===== src/design/sbgp_defs.vh =====
// Constants and register layout for the six-bit general-purpose port
`ifndef SBGP_DEFS_VH
`define SBGP_DEFS_VH
`define SBGP_ADDR_PIN_LEVELS   6'h16
`define SBGP_ADDR_DIRECTION    6'h17
`define SBGP_ADDR_OUTPUT_DATA  6'h18
`define SBGP_DATA_MASK         8'h1f
`define SBGP_DIR_MASK_FULL     8'h3f
`define SBGP_DIR_MASK_NO_RST   8'h1f
`define SBGP_PIN_MASK          8'h3f
`define SBGP_RESET_VALUE       8'h00
`define SBGP_BIT_RESET_PIN     5
`define SBGP_BIT_OSC_IN        3
`define SBGP_BIT_OSC_OUT       4
`define SBGP_BIT_PIN_ZERO      0
`define SBGP_BIT_PIN_ONE       1
`define SBGP_BIT_PIN_TWO       2
`define SBGP_CTRL_OUT          2
`define SBGP_CTRL_OE           1
`define SBGP_CTRL_PULL         0
`endif


===== src/design/sbgp_port.v =====
// Six-bit general-purpose I/O port with I/O-space registers and pin muxing
`timescale 1ns/1ps
`include "sbgp_defs.vh"
module sbgp_port #(
  parameter RESET_PIN_CAN_OUTPUT = 1
) (
  input  wire       clock,
  input  wire       rstn,
  // I/O-space access from the core
  input  wire [5:0] io_addr,
  input  wire       io_write,
  input  wire       io_read,
  input  wire [7:0] io_wdata,
  output reg  [7:0] io_rdata,
  // Pin function selects
  input  wire       ext_reset_enable,
  input  wire       clock_pins_enable,
  // Pads, four signals per pin
  input  wire [5:0] pin_in,
  output reg  [5:0] pin_out,
  output reg  [5:0] pin_oe,
  output reg  [5:0] pin_pullup,
  // Alternate-function taps
  output reg        comparator_positive_input,
  output reg        comparator_negative_input,
  output reg        external_interrupt_zero,
  output reg        timer_count_input,
  output reg        programming_data_in,
  output reg        programming_clock,
  output reg        reset_pin_level,
  output reg        oscillator_input
);
  localparam [7:0] DIR_MASK = RESET_PIN_CAN_OUTPUT ? `SBGP_DIR_MASK_FULL : `SBGP_DIR_MASK_NO_RST;

  reg  [7:0] port_output_data;
  reg  [7:0] port_direction;
  wire [5:0] pin_levels_sync;
  reg  [5:0] next_out;
  reg  [5:0] next_oe;
  reg  [5:0] next_pullup;
  reg  [7:0] next_rdata;
  wire [7:0] port_pin_levels;

  // Mask a write so fixed-zero bits stay zero
  function [7:0] masked;
    input [7:0] value;
    input [7:0] mask;
    begin
      masked = value & mask;
    end
  endfunction

  // Register select; shared by both write decodes
  function addr_hit;
    input [5:0] addr;
    input [5:0] target;
    begin
      addr_hit = (addr == target);
    end
  endfunction

  // Pads come from another domain and are synchronised first
  sbgp_sync #(
    .WIDTH (6)
  ) u_sync (
    .clock    (clock),
    .rstn     (rstn),
    .async_in (pin_in),
    .sync_out (pin_levels_sync)
  );

  assign port_pin_levels = masked({2'b00, pin_levels_sync}, `SBGP_PIN_MASK);

  // Register writes; the core does set/clear as read-modify-write of a whole byte,
  // so each byte write only changes the bit the core altered
  always @(posedge clock) begin
    if (!rstn) begin
      port_output_data <= `SBGP_RESET_VALUE;
      port_direction   <= `SBGP_RESET_VALUE;
    end else if (io_write) begin
      if (addr_hit(io_addr, `SBGP_ADDR_OUTPUT_DATA)) begin
        port_output_data <= masked(io_wdata, `SBGP_DATA_MASK);
      end
      if (addr_hit(io_addr, `SBGP_ADDR_DIRECTION)) begin
        port_direction <= masked(io_wdata, DIR_MASK);
      end
    end
  end

  // Read mux; pin-level address is read-only so writes there are dropped
  always @* begin
    next_rdata = 8'h00;
    if (io_read) begin
      case (io_addr)
        `SBGP_ADDR_PIN_LEVELS:  next_rdata = port_pin_levels;
        `SBGP_ADDR_DIRECTION:   next_rdata = port_direction;
        `SBGP_ADDR_OUTPUT_DATA: next_rdata = port_output_data;
        default:                next_rdata = 8'h00;
      endcase
    end
  end

  // Pad control word for one pin: {drive value, enable, pull-up}
  // A pin taken by its alternate function is let go and left unpulled,
  // so a stale register bit can never fight the oscillator
  function [2:0] pad_ctrl;
    input dir_bit;
    input data_bit;
    input taken;
    begin
      if (taken) begin
        pad_ctrl = 3'b000;
      end else begin
        pad_ctrl = {data_bit, dir_bit, ~dir_bit & data_bit};
      end
    end
  endfunction

  reg  [2:0] ctrl_pin_zero;
  reg  [2:0] ctrl_pin_one;
  reg  [2:0] ctrl_pin_two;
  reg  [2:0] ctrl_pin_three;
  reg  [2:0] ctrl_pin_four;
  reg  [2:0] ctrl_reset_pin;
  wire       pin_zero_level;
  wire       pin_one_level;
  wire       pin_two_level;
  wire       pin_three_level;
  wire       pin_five_level;

  // Synchronised level of each pin that feeds a peripheral
  assign pin_zero_level  = pin_levels_sync[`SBGP_BIT_PIN_ZERO];
  assign pin_one_level   = pin_levels_sync[`SBGP_BIT_PIN_ONE];
  assign pin_two_level   = pin_levels_sync[`SBGP_BIT_PIN_TWO];
  assign pin_three_level = pin_levels_sync[`SBGP_BIT_OSC_IN];
  assign pin_five_level  = pin_levels_sync[`SBGP_BIT_RESET_PIN];

  // Lower three pins follow the registers; software sets them for alternates
  always @* begin
    ctrl_pin_zero = pad_ctrl(port_direction[`SBGP_BIT_PIN_ZERO],
                             port_output_data[`SBGP_BIT_PIN_ZERO],
                             1'b0);
    ctrl_pin_one  = pad_ctrl(port_direction[`SBGP_BIT_PIN_ONE],
                             port_output_data[`SBGP_BIT_PIN_ONE],
                             1'b0);
    ctrl_pin_two  = pad_ctrl(port_direction[`SBGP_BIT_PIN_TWO],
                             port_output_data[`SBGP_BIT_PIN_TWO],
                             1'b0);
  end

  // Oscillator pins are plain I/O unless the clock function holds them
  always @* begin
    ctrl_pin_three = pad_ctrl(port_direction[`SBGP_BIT_OSC_IN],
                              port_output_data[`SBGP_BIT_OSC_IN],
                              clock_pins_enable);
    ctrl_pin_four  = pad_ctrl(port_direction[`SBGP_BIT_OSC_OUT],
                              port_output_data[`SBGP_BIT_OSC_OUT],
                              clock_pins_enable);
  end

  // Reset-capable pin: low drive only, steered by its direction bit alone;
  // never pulled up, and let go entirely while it is the external reset
  always @* begin
    ctrl_reset_pin = 3'b000;
    if (RESET_PIN_CAN_OUTPUT != 0 && !ext_reset_enable) begin
      ctrl_reset_pin = {1'b0, port_direction[`SBGP_BIT_RESET_PIN], 1'b0};
    end
  end

  // Gather the per-pin words into the pad vectors
  always @* begin
    next_out    = 6'h00;
    next_oe     = 6'h00;
    next_pullup = 6'h00;
    next_out[`SBGP_BIT_PIN_ZERO]     = ctrl_pin_zero[`SBGP_CTRL_OUT];
    next_out[`SBGP_BIT_PIN_ONE]      = ctrl_pin_one[`SBGP_CTRL_OUT];
    next_out[`SBGP_BIT_PIN_TWO]      = ctrl_pin_two[`SBGP_CTRL_OUT];
    next_out[`SBGP_BIT_OSC_IN]       = ctrl_pin_three[`SBGP_CTRL_OUT];
    next_out[`SBGP_BIT_OSC_OUT]      = ctrl_pin_four[`SBGP_CTRL_OUT];
    next_out[`SBGP_BIT_RESET_PIN]    = ctrl_reset_pin[`SBGP_CTRL_OUT];
    next_oe[`SBGP_BIT_PIN_ZERO]      = ctrl_pin_zero[`SBGP_CTRL_OE];
    next_oe[`SBGP_BIT_PIN_ONE]       = ctrl_pin_one[`SBGP_CTRL_OE];
    next_oe[`SBGP_BIT_PIN_TWO]       = ctrl_pin_two[`SBGP_CTRL_OE];
    next_oe[`SBGP_BIT_OSC_IN]        = ctrl_pin_three[`SBGP_CTRL_OE];
    next_oe[`SBGP_BIT_OSC_OUT]       = ctrl_pin_four[`SBGP_CTRL_OE];
    next_oe[`SBGP_BIT_RESET_PIN]     = ctrl_reset_pin[`SBGP_CTRL_OE];
    next_pullup[`SBGP_BIT_PIN_ZERO]  = ctrl_pin_zero[`SBGP_CTRL_PULL];
    next_pullup[`SBGP_BIT_PIN_ONE]   = ctrl_pin_one[`SBGP_CTRL_PULL];
    next_pullup[`SBGP_BIT_PIN_TWO]   = ctrl_pin_two[`SBGP_CTRL_PULL];
    next_pullup[`SBGP_BIT_OSC_IN]    = ctrl_pin_three[`SBGP_CTRL_PULL];
    next_pullup[`SBGP_BIT_OSC_OUT]   = ctrl_pin_four[`SBGP_CTRL_PULL];
    next_pullup[`SBGP_BIT_RESET_PIN] = ctrl_reset_pin[`SBGP_CTRL_PULL];
  end

  // Read data stands for one cycle after the read strobe,
  // and is zero whenever no read is under way
  always @(posedge clock) begin
    if (!rstn) begin
      io_rdata <= 8'h00;
    end else begin
      io_rdata <= next_rdata;
    end
  end

  // Pad drive value; registered, so pads move two edges after a write
  // and never glitch between two combinational paths
  always @(posedge clock) begin
    if (!rstn) begin
      pin_out <= 6'h00;
    end else begin
      pin_out <= next_out;
    end
  end

  // Pad output enable; released at reset so every pin starts as input,
  // which keeps the board safe until software chooses directions
  always @(posedge clock) begin
    if (!rstn) begin
      pin_oe <= 6'h00;
    end else begin
      pin_oe <= next_oe;
    end
  end

  // Pad pull-up enable; off at reset, switched on only by software
  always @(posedge clock) begin
    if (!rstn) begin
      pin_pullup <= 6'h00;
    end else begin
      pin_pullup <= next_pullup;
    end
  end

  // Comparator positive input sees pin zero
  always @(posedge clock) begin
    if (!rstn) begin
      comparator_positive_input <= 1'b0;
    end else begin
      comparator_positive_input <= pin_zero_level;
    end
  end

  // Programming data input shares pin zero
  always @(posedge clock) begin
    if (!rstn) begin
      programming_data_in <= 1'b0;
    end else begin
      programming_data_in <= pin_zero_level;
    end
  end

  // Comparator negative input sees pin one
  always @(posedge clock) begin
    if (!rstn) begin
      comparator_negative_input <= 1'b0;
    end else begin
      comparator_negative_input <= pin_one_level;
    end
  end

  // External interrupt zero shares pin one; edge detection lives elsewhere
  always @(posedge clock) begin
    if (!rstn) begin
      external_interrupt_zero <= 1'b0;
    end else begin
      external_interrupt_zero <= pin_one_level;
    end
  end

  // Timer count input sees pin two
  always @(posedge clock) begin
    if (!rstn) begin
      timer_count_input <= 1'b0;
    end else begin
      timer_count_input <= pin_two_level;
    end
  end

  // Programming clock shares pin two
  always @(posedge clock) begin
    if (!rstn) begin
      programming_clock <= 1'b0;
    end else begin
      programming_clock <= pin_two_level;
    end
  end

  // Oscillator input level; only a slow copy, not a usable clock
  always @(posedge clock) begin
    if (!rstn) begin
      oscillator_input <= 1'b0;
    end else begin
      oscillator_input <= pin_three_level;
    end
  end

  // Reset pin level for the reset logic when it serves as reset
  always @(posedge clock) begin
    if (!rstn) begin
      reset_pin_level <= 1'b0;
    end else begin
      reset_pin_level <= pin_five_level;
    end
  end
endmodule


===== src/design/sbgp_sync.v =====
// Two-stage synchroniser for a vector of pin levels
`timescale 1ns/1ps
module sbgp_sync #(
  parameter WIDTH = 6
) (
  input  wire             clock,
  input  wire             rstn,
  input  wire [WIDTH-1:0] async_in,
  output reg  [WIDTH-1:0] sync_out
);
  reg [WIDTH-1:0] stage_one;

  // First stage feeds only the second stage
  always @(posedge clock) begin
    if (!rstn) begin
      stage_one <= {WIDTH{1'b0}};
      sync_out  <= {WIDTH{1'b0}};
    end else begin
      stage_one <= async_in;
      sync_out  <= stage_one;
    end
  end
endmodule

===== config.mk =====
export PLATFORM = sky130hd
export DESIGN_NAME = sbgp_port
export DESIGN_NICKNAME = d
export VERILOG_FILES = /design/src/design/sbgp_port.v /design/src/design/sbgp_sync.v
export VERILOG_INCLUDE_DIRS = /design/src /design/src/design
export SDC_FILE = /design/constraint.sdc
export NUM_CORES = 1
export LEC_CHECK = 0
export BUFFER_PORTS_ARGS = -buffer_cell sky130_fd_sc_hd__buf_2
export CORE_MARGIN = 2
export CORE_UTILIZATION = 48
export CTS_CLUSTER_DIAMETER = 30
export DETAILED_ROUTE_END_ITERATION = 8
export GPL_TIMING_DRIVEN = 1
export MAX_ROUTING_LAYER = met4
export PLACE_DENSITY = 0.75
export SETUP_SLACK_MARGIN = 0.1
export SLEW_MARGIN = 15
export SYNTH_ARGS = -nofsm -noshare
export SYNTH_HDL_FRONTEND = slang
export SYNTH_SLANG_ARGS = --single-unit

===== constraint.sdc =====
create_clock -name clock -period 1.15 [get_ports clock]
set_input_delay 0.0575 -clock clock [delete_from_list [all_inputs] [get_ports clock]]
set_output_delay 0.0575 -clock clock [all_outputs]
set_load 0.03 [all_outputs]

==> results.md, run 1 <==
Outcome:
- The run finished with clean final reports.

Placement:
- The placed wire-length estimate is 2.20 mm.
- The routability congestion estimate is 0.827.
- In this run the tool buffered the top-level ports with 53 buffer cells.
- After detailed placement, the total cell area comes to 1930 um^2.

Floorplanning:
- The top-level port count is 60.
- The total number of placement rows is 21.
- The height of the die is 62.9 um.
- The initial cell density of the core is between 40% and 50%.
- From left edge to right edge, the die measures 62.9 um.
- The die covers 3960 um^2.
- The core region is 3340 um^2.

Worst setup path:
- The kind of cell with the highest combined delay along the critical path is flip-flops.
- The number of cells on the worst reg-to-reg path is 2.
- For this design, the slowest cell found on the critical path is sky130_fd_sc_hd__dfxtp_1.
- The critical register-to-register path startpoint is port_direction[4]$_SDFFE_PN0P_.
- The critical setup path kind is reg2out.
- In this design, the stage delay of the slowest critical-path cell is 340 ps.
- The critical path goes through buf_2.
- The data arrival time of the critical path is 880 ps.
- The largest fanout on the critical path is 2.
- The worst setup path is launched from a flip-flop.
- Data on the critical path is required at its endpoint by 1090 ps.
- The number of buffer and inverter instances along the worst setup path is 1.
- The worst register-to-register path ends at io_rdata[4]$_SDFF_PN0_.
- The worst setup path is captured at an output pin.
- The worst register-to-register path has a setup slack of 300 ps.

Route:
- The pre-antenna-repair detailed-routing pass consisted of 4 iterations.
- The mean routed wirelength per cell is between 10 and 15 um.
- The remaining antenna violation count is 0.
- The detailed router's first-iteration violation count is 33.
- The final layout contains routed wiring with a total length of 3.05 mm.
- The number of remaining DRC errors is 0.
- The overall via count from detail_route is 1,204.
- After detailed routing, the number of vias per cell comes to 4.54.

Clocking:
- The quantity of gates resized following cts is 0.
- In this run, CTS created clock tree buffers numbering 5.
- TritonCTS built the clock tree.
- The root buffer cell chosen for the clock tree is sky130_fd_sc_hd__clkbuf_4.
- The tree built by TritonCTS fans out to 50 sinks.
- In this run the deepest clock path goes through 2 buffers.
- The clock-pin transition on the worst setup and hold timing paths is 120 ps.
- The clock latency of the later-clocked register in the worst-skew pair is 350 ps.
- The maximum level of the CTS H-tree is 2.

Synth:
- sky130_fd_sc_hd__dfxtp_1 takes more of the synthesized area than any other cell.
- The post-synthesis cell count is 153.
- In the synthesized netlist the async set-or-reset flop fraction comes to 0%.
- The top cell type by area accounts for approximately three fifths of the synthesized area.
- The synthesized netlist contains 19 unique library cells.
- Yosys attributes the largest share of cell area to sky130_fd_sc_hd__dfxtp_1 60%, sky130_fd_sc_hd__mux2i_1 10%, sky130_fd_sc_hd__and2_1 8.3%, sky130_fd_sc_hd__nand2_1 5.6%, sky130_fd_sc_hd__buf_4 3.6%.
- The commonest cells after synthesis are 50 x sky130_fd_sc_hd__dfxtp_1, 25 x sky130_fd_sc_hd__nand2_1, 22 x sky130_fd_sc_hd__and2_1, 17 x sky130_fd_sc_hd__mux2i_1, 8 x sky130_fd_sc_hd__buf_4.
- A synthesized cell averages 10.9 um^2.
- Among all flip-flop cells after synthesis, the most frequent one is sky130_fd_sc_hd__dfxtp_1.
- Among all cell types in the netlist, the one instantiated most often is sky130_fd_sc_hd__dfxtp_1.
- In this run the cell area of the synthesized design comes to 1670 um^2.
- The Yosys step of the flow raised 0 warnings.
- The sequential-to-total area share from yosys stat is about 60%.
- After synthesis the netlist holds a flip-flop and latch count of 50.
- Yosys mapped a number of flops with a built-in enable equal to 0.

Pwr:
- The leakage power is between 0.001 and 0.0015 uW.
- VDD sags by at most 0.000837 V.
- Dividing total power by cell area gives a power density of 1280 nW/um^2.
- Total power for the finished layout comes to 2720 uW.

STA:
- In the finished design, the share of the clock period the worst path needs comes to ~82%.
- The final hold slack is approximately 30 ps.
- The worst setup skew after layout is roughly 4.4 ps.
- Setup violations remaining at the end of the flow were counted as 0.
- Setup repair after global routing left no endpoint under its margin.
- The final count of hold timing violations is 0.
- The total count of max-transition violations in the final report is 0.
- The top achievable clock speed is 1060 MHz.
- Counting I/O delays and the setup requirement, the final critical path takes 942 ps.

GRT:
- The total grt overflow is 0.
- Entering global routing, the biggest net connects 15 pins.
- The first global-routing pass estimated 5.08 mm of wire.
- The via count of the first global-routing pass was 1,184.
- Across every metal layer, demand over resource in global routing totals 17.2%.
- The initial antenna violation count is 0.

Final layout:
- The post-route netlist has 29.7% of its cells at a drive strength greater than 1.
- The post-synthesis to final-layout area growth is 27.4%.
- The number of diodes added for antenna fixing is 0.
- The post-route cell area is 2120 um^2.
- The end-of-flow core utilization is 63.6%.
- For this run, the post-layout net count is 246.

Min path:
- The worst hold path begins at rstn.
- The hold path depth is 3.
- The terminating pin of the worst hold path is pin_oe[0]$_SDFF_PN0_.
- The worst min-delay path category is in2reg.

Run:
- Across the run, the number of max-cap violations was 0.
-- cell families after synthesis --
group | after synthesis | share of synthesized area [%]
compound gates | 5 | 2.63
buf+inv | 20 | 7.29
flops | 50 | 60.1
mux | 17 | 10.2
other cells | 1 | 0.225
simple gates | 60 | 19.5
-- area by class of cell --
class | count | area, um^2
Fill cell | 300 | 1210
Sequential cell | 50 | 1000
Multi-Input combinational cell | 86 | 554
Timing Repair Buffer | 71 | 435
Tap cell | 46 | 57.6
Clock buffer | 6 | 51.3
Inverter | 6 | 22.5
-- layout by cell type, fill, tap and decap left out, types with 4 or more instances in the layout --
cell                            Yosys  final
sky130_fd_sc_hd__and2_1            22     22
sky130_fd_sc_hd__mux2i_1           17     17
sky130_fd_sc_hd__buf_2              1     53
sky130_fd_sc_hd__nor2_1             4      4
sky130_fd_sc_hd__clkbuf_4           0      5
sky130_fd_sc_hd__dfxtp_1           50     50
sky130_fd_sc_hd__inv_1              6      6
sky130_fd_sc_hd__nand2_1           25     25
sky130_fd_sc_hd__conb_1             1      4
sky130_fd_sc_hd__buf_4              8      4
sky130_fd_sc_hd__o32ai_1            5      5
sky130_fd_sc_hd__dlygate4sd3_1      0     14
sky130_fd_sc_hd__nor2b_1            4      4
-- worst max-delay path by stage --
stage               depth (start not counted)                                to                           start
detailed placement                          4  port_output_data[4]$_SDFFE_PN0P_                      io_addr[1]
finish                                      1               programming_data_in  programming_data_in$_SDFF_PN0_
global placement                            4  port_output_data[2]$_SDFFE_PN0P_                      io_addr[1]
floorplan                                   5  port_output_data[0]$_SDFFE_PN0P_                      io_addr[0]
CTS                                         1                 timer_count_input    programming_clock$_SDFF_PN0_
global route                                1                 timer_count_input    programming_clock$_SDFF_PN0_
-- state kept, by name (all words and copies together) (netlist names) --
name	cells
port_direction	6
pin_out	5
u_sync.sync_out	6
programming_data_in	1
reset_pin_level	1
programming_clock	1
pin_oe	6
u_sync.stage_one	6
external_interrupt_zero	1
oscillator_input	1
port_output_data	5
pin_pullup	5
io_rdata	6
-- tightest hold or removal path, delay by kind of cell --
| kind | cells | cell delay [ps] |
|---|---|---|
| and+or+nand+nor | 1 | 100 |
| buffers and inverters | 2 | 200 |
-- per-stage QoR --
stage                     setup TNS [ps]  worst slack [ps]  cells
after CTS                              0               192    264
after floorplan                        0               191    156
after global routing                   0               127    265
after detailed placement           -16.6             -14.8    245
final                                  0               208    265
after global placement                 0              28.6    245
-- routing by layer --
metal  share of wire, %  global-route usage (%)  vias to the layer above
met2                 53                    29.8                       37
li1                   -                       -                      609
met5                  0                       -                        -
met1                 40                    17.5                      552
met4                2.1                    6.39                        0
met3                5.0                    6.49                        6
-- power by group --
| part | leakage [uW] | switching (uW) | total [uW] | internal [uW] |
|---|---|---|---|---|
| Clock | 0.0000302 | 471 | 747 | 276 |
| Sequential | 0.000406 | 9.17 | 1770 | 1760 |
| Combinational | 0.000602 | 106 | 208 | 102 |
-- repair_timing --
action,in CTS,in global routing
setup buffers,0,0
endpoints found under the hold margin,18,2
hold buffers,13,1
(Power assumes the default switching activity.)
==> run 2, diff against run 1 <==
==> constraint.sdc (replaced) <==
create_clock -name clock -period 0.9 [get_ports clock]
set_input_delay 0.045 -clock clock [delete_from_list [all_inputs] [get_ports clock]]
set_output_delay 0.045 -clock clock [all_outputs]
set_load 0.03 [all_outputs]
==> results.md, run 2 (synthesized netlist as in run 1, its figures left out) <==
Floorplanning:
- The height of the die came to 62.9 um (unchanged).
- The initial cell density of the core is 49.9% (unchanged).
- The horizontal die dimension is 62.9 um (unchanged).
- The top-level port count is 60 (unchanged).
- The area of the core is 3340 um^2 (unchanged).
- The total number of placement rows is 21 (unchanged).
- The full die area is 3960 um^2 (unchanged).

GRT:
- The global-route wire length before repair is 5.80 mm (+14%).
- The initial antenna violation count came to 0 (unchanged).
- The via count of the first global-routing pass was 1,312 (+11%).
- The maximum number of pins on one net before global-route repair is 19 (+4).
- The total grt overflow came to 0 (unchanged).
- The total routing resource utilization after global routing came to 20.4% (+3.2 points).

Route:
- The mean routed wirelength per cell came to 14.0 um (+22%).
- The count of TritonRoute iterations in the first routing pass came to 4 (unchanged).
- The number of remaining DRC errors is 0 (unchanged).
- The detail-routed via count per cell came to 4.77 (+5.1%).
- The remaining antenna violation count is 0 (unchanged).
- The overall via count from detail_route was 1,294 (+7.5%).
- The detailed router's first-iteration violation count came to 44 (+33%).
- The overall routed net length is 3.80 mm (+25%).

Worst setup path:
- STA classifies the critical path endpoint as an output pin.
- The worst register-to-register path begins at port_direction[0]$_SDFFE_PN0P_.
- The largest fanout on the critical path is 1 (-1).
- By startpoint and endpoint, the worst setup path is classified as reg2out.
- The critical path goes through buf_6.
- In this run the worst setup path begins at pin_pullup[3]$_SDFF_PP0_.
- The highest cell delay on the worst timing path is 360 ps (+20 ps).
- The worst register-to-register path ends at io_rdata[0]$_SDFF_PN0_.
- The slowest library cell on the worst path is sky130_fd_sc_hd__dfxtp_2.
- The worst setup path is launched from a flip-flop.
- In this design, the largest share of critical-path delay is due to flip-flops.
- The number of cells on the worst reg-to-reg path is 2 (unchanged).
- The data arrival time of the critical path is 860 ps (-20 ps).
- The internal reg-to-reg setup slack was 110 ps (-190 ps).
- The most critical setup path has its endpoint at pin_pullup[3].
- The path length in cells of the critical path is 1 (unchanged).
- The worst path required time is 850 ps (-240 ps).
- The number of buffer and inverter instances along the worst setup path came to 1 (unchanged).

Pwr:
- The share of total power in combinational logic came to 8.1% (+0.4 points).
- The internal power component came to 2770 uW (+30%).
- The leakage power was 0.00111 uW (+6.8%).
- The sequential power share came to 63.0% (-1.9 points).
- The maximum VDD drop came to 0.00102 V (+22%).
- The switching portion of total power is 22.7% (+1.2 points).
- The part of the total power dissipated in the clock network was 28.9% (+1.5 points).
- The net switching component of the power is 817 uW (+39%).
- The power density over the cells is 1490 nW/um^2 (+16%).

STA:
- Based on the critical path, the design can be clocked at up to approximately 1100 MHz.
- The worst setup skew after layout is 13.6 ps (+9.20 ps).
- Setup repair after global routing could not meet its margin everywhere.
- The total negative setup slack is -12.6 ps (-12.6 ps).
- The total of endpoints with negative setup slack in the final report was 6 (+6).
- The total count of max-transition violations in the final report is 0 (unchanged).
- The share of the clock period used by the worst path is 101%.
- The final hold slack came to -17.0 ps (-46.3 ps).
- The post-route worst setup slack is -4.72 ps (-213 ps).
- Subtracting the final worst setup slack from the clock period gives 905 ps.
- The final count of hold timing violations is 4 (+4).

Final layout:
- The most frequent standard cell in the layout excluding fill and tap cells is sky130_fd_sc_hd__dfxtp_2.
- The fraction of final layout cells with drive strength greater than 1 is 48.0% (+18 points).
- The post-synthesis to final-layout area growth is 44.6%.
- The number of diodes added for antenna fixing is 0 (unchanged).
- The net total in the final layout is 250 (+1.6%).
- The top cell types in the final layout, fill and taps aside, are 35 x sky130_fd_sc_hd__dfxtp_2, 30 x sky130_fd_sc_hd__buf_6, 25 x sky130_fd_sc_hd__nand2_1.

Run:
- The count of maximum capacitance violations was 0 (unchanged).

Placement:
- The placed wire-length estimate is 2.20 mm (+0.28%).
- The count of port buffers added during placement came to 53 (unchanged).
- The worst setup timing slack at the placement stage is -159 ps (-144 ps).
- The routability congestion estimate is 0.832 (+0.60%).

Min path:
- The tightest min-delay check is of the in2reg type.

Clocking:
- The number of buffers between clock root and the deepest sink is 2 (unchanged).
- The clock net sink count is 50 (unchanged).
- TritonCTS built the clock tree.
- The maximum level of the CTS H-tree is 2 (unchanged).
- The number of buffers inserted by hold repair at cts was 14 (+1).
- The clock-pin transition on the worst setup and hold timing paths came to 140 ps (+20 ps).
- The clock latency of the later-clocked register in the worst-skew pair is 370 ps (+20 ps).
- The total clock buffers created by CTS was 5 (unchanged).
- The cell sitting at the root of the clock tree is a sky130_fd_sc_hd__clkbuf_4.

Outcome:
- The final reports fail on negative hold slack, negative setup slack.
- The flow ran to the end, but the final reports show violations.
[run 2: worst min path at each step]
stage / start / endpoint / slack, ps / depth (start not counted)
2_1_floorplan: ext_reset_enable / pin_oe[5]$_SDFF_PP0_ / 120 / 1
3_3_place_gp: ext_reset_enable / pin_oe[5]$_SDFF_PP0_ / 200 / 2
3_5_place_dp: ext_reset_enable / pin_oe[5]$_SDFF_PP0_ / 200 / 2
4_1_cts: clock_pins_enable / pin_oe[3]$_SDFF_PP0_ / -20 / 3
5_1_grt: clock_pins_enable / pin_oe[4]$_SDFF_PP0_ / -20 / 3
6_report: clock_pins_enable / pin_out[3]$_SDFF_PP0_ / -20 / 3
[run 2: per-stage QoR]
stage	util, %	total power, uW	cell area [um^2]	hold slack [ps]	cells
after global routing	72.2	3740	2410	-24.1	271
after global placement	58.4	2520	1950	203	247
after detailed placement	58.4	2530	1950	203	247
after CTS	71.1	3600	2370	-24.5	269
after floorplan	-	2460	1690	117	156
final	72.2	3590	2410	-17.0	271
[run 2: what timing repair did]
action,CTS,global route
buffers inserted,0,2
resized for setup,89,9
gates cloned,0,0
endpoints found under the hold margin,23,4
setup endpoints to repair,32,36
pin swaps,0,1
[run 2: power groups by stage]
| stage | clock network (uW) | registers (uW) | logic (uW) |
|---|---|---|---|
| 2_1_floorplan | 0 | 2320 | 143 |
| 3_3_place_gp | 0 | 2310 | 216 |
| 3_5_place_dp | 0 | 2310 | 221 |
| 4_1_cts | 1050 | 2260 | 282 |
| 5_1_grt | 1160 | 2270 | 310 |
| 6_report | 1040 | 2260 | 291 |
[run 2: layout make-up]
class	count	area [um^2]
Clock buffer	7	55.1
Clock inverter	1	5.00
Fill cell	249	928
Inverter	6	22.5
Multi-Input combinational cell	86	568
Sequential cell	50	1040
Tap cell	46	57.6
Timing Repair Buffer	75	656
[run 2: layer usage]
layer | up-vias | share of wire (%) | wire, um | track usage, %
met5 | - | 0 | 0 | -
met4 | 0 | 2.1 | 79 | 10.3
met3 | 7 | 5.2 | 196 | 6.67
met2 | 49 | 56 | 2140 | 36.8
met1 | 615 | 36 | 1390 | 19.0
li1 | 623 | - | - | -
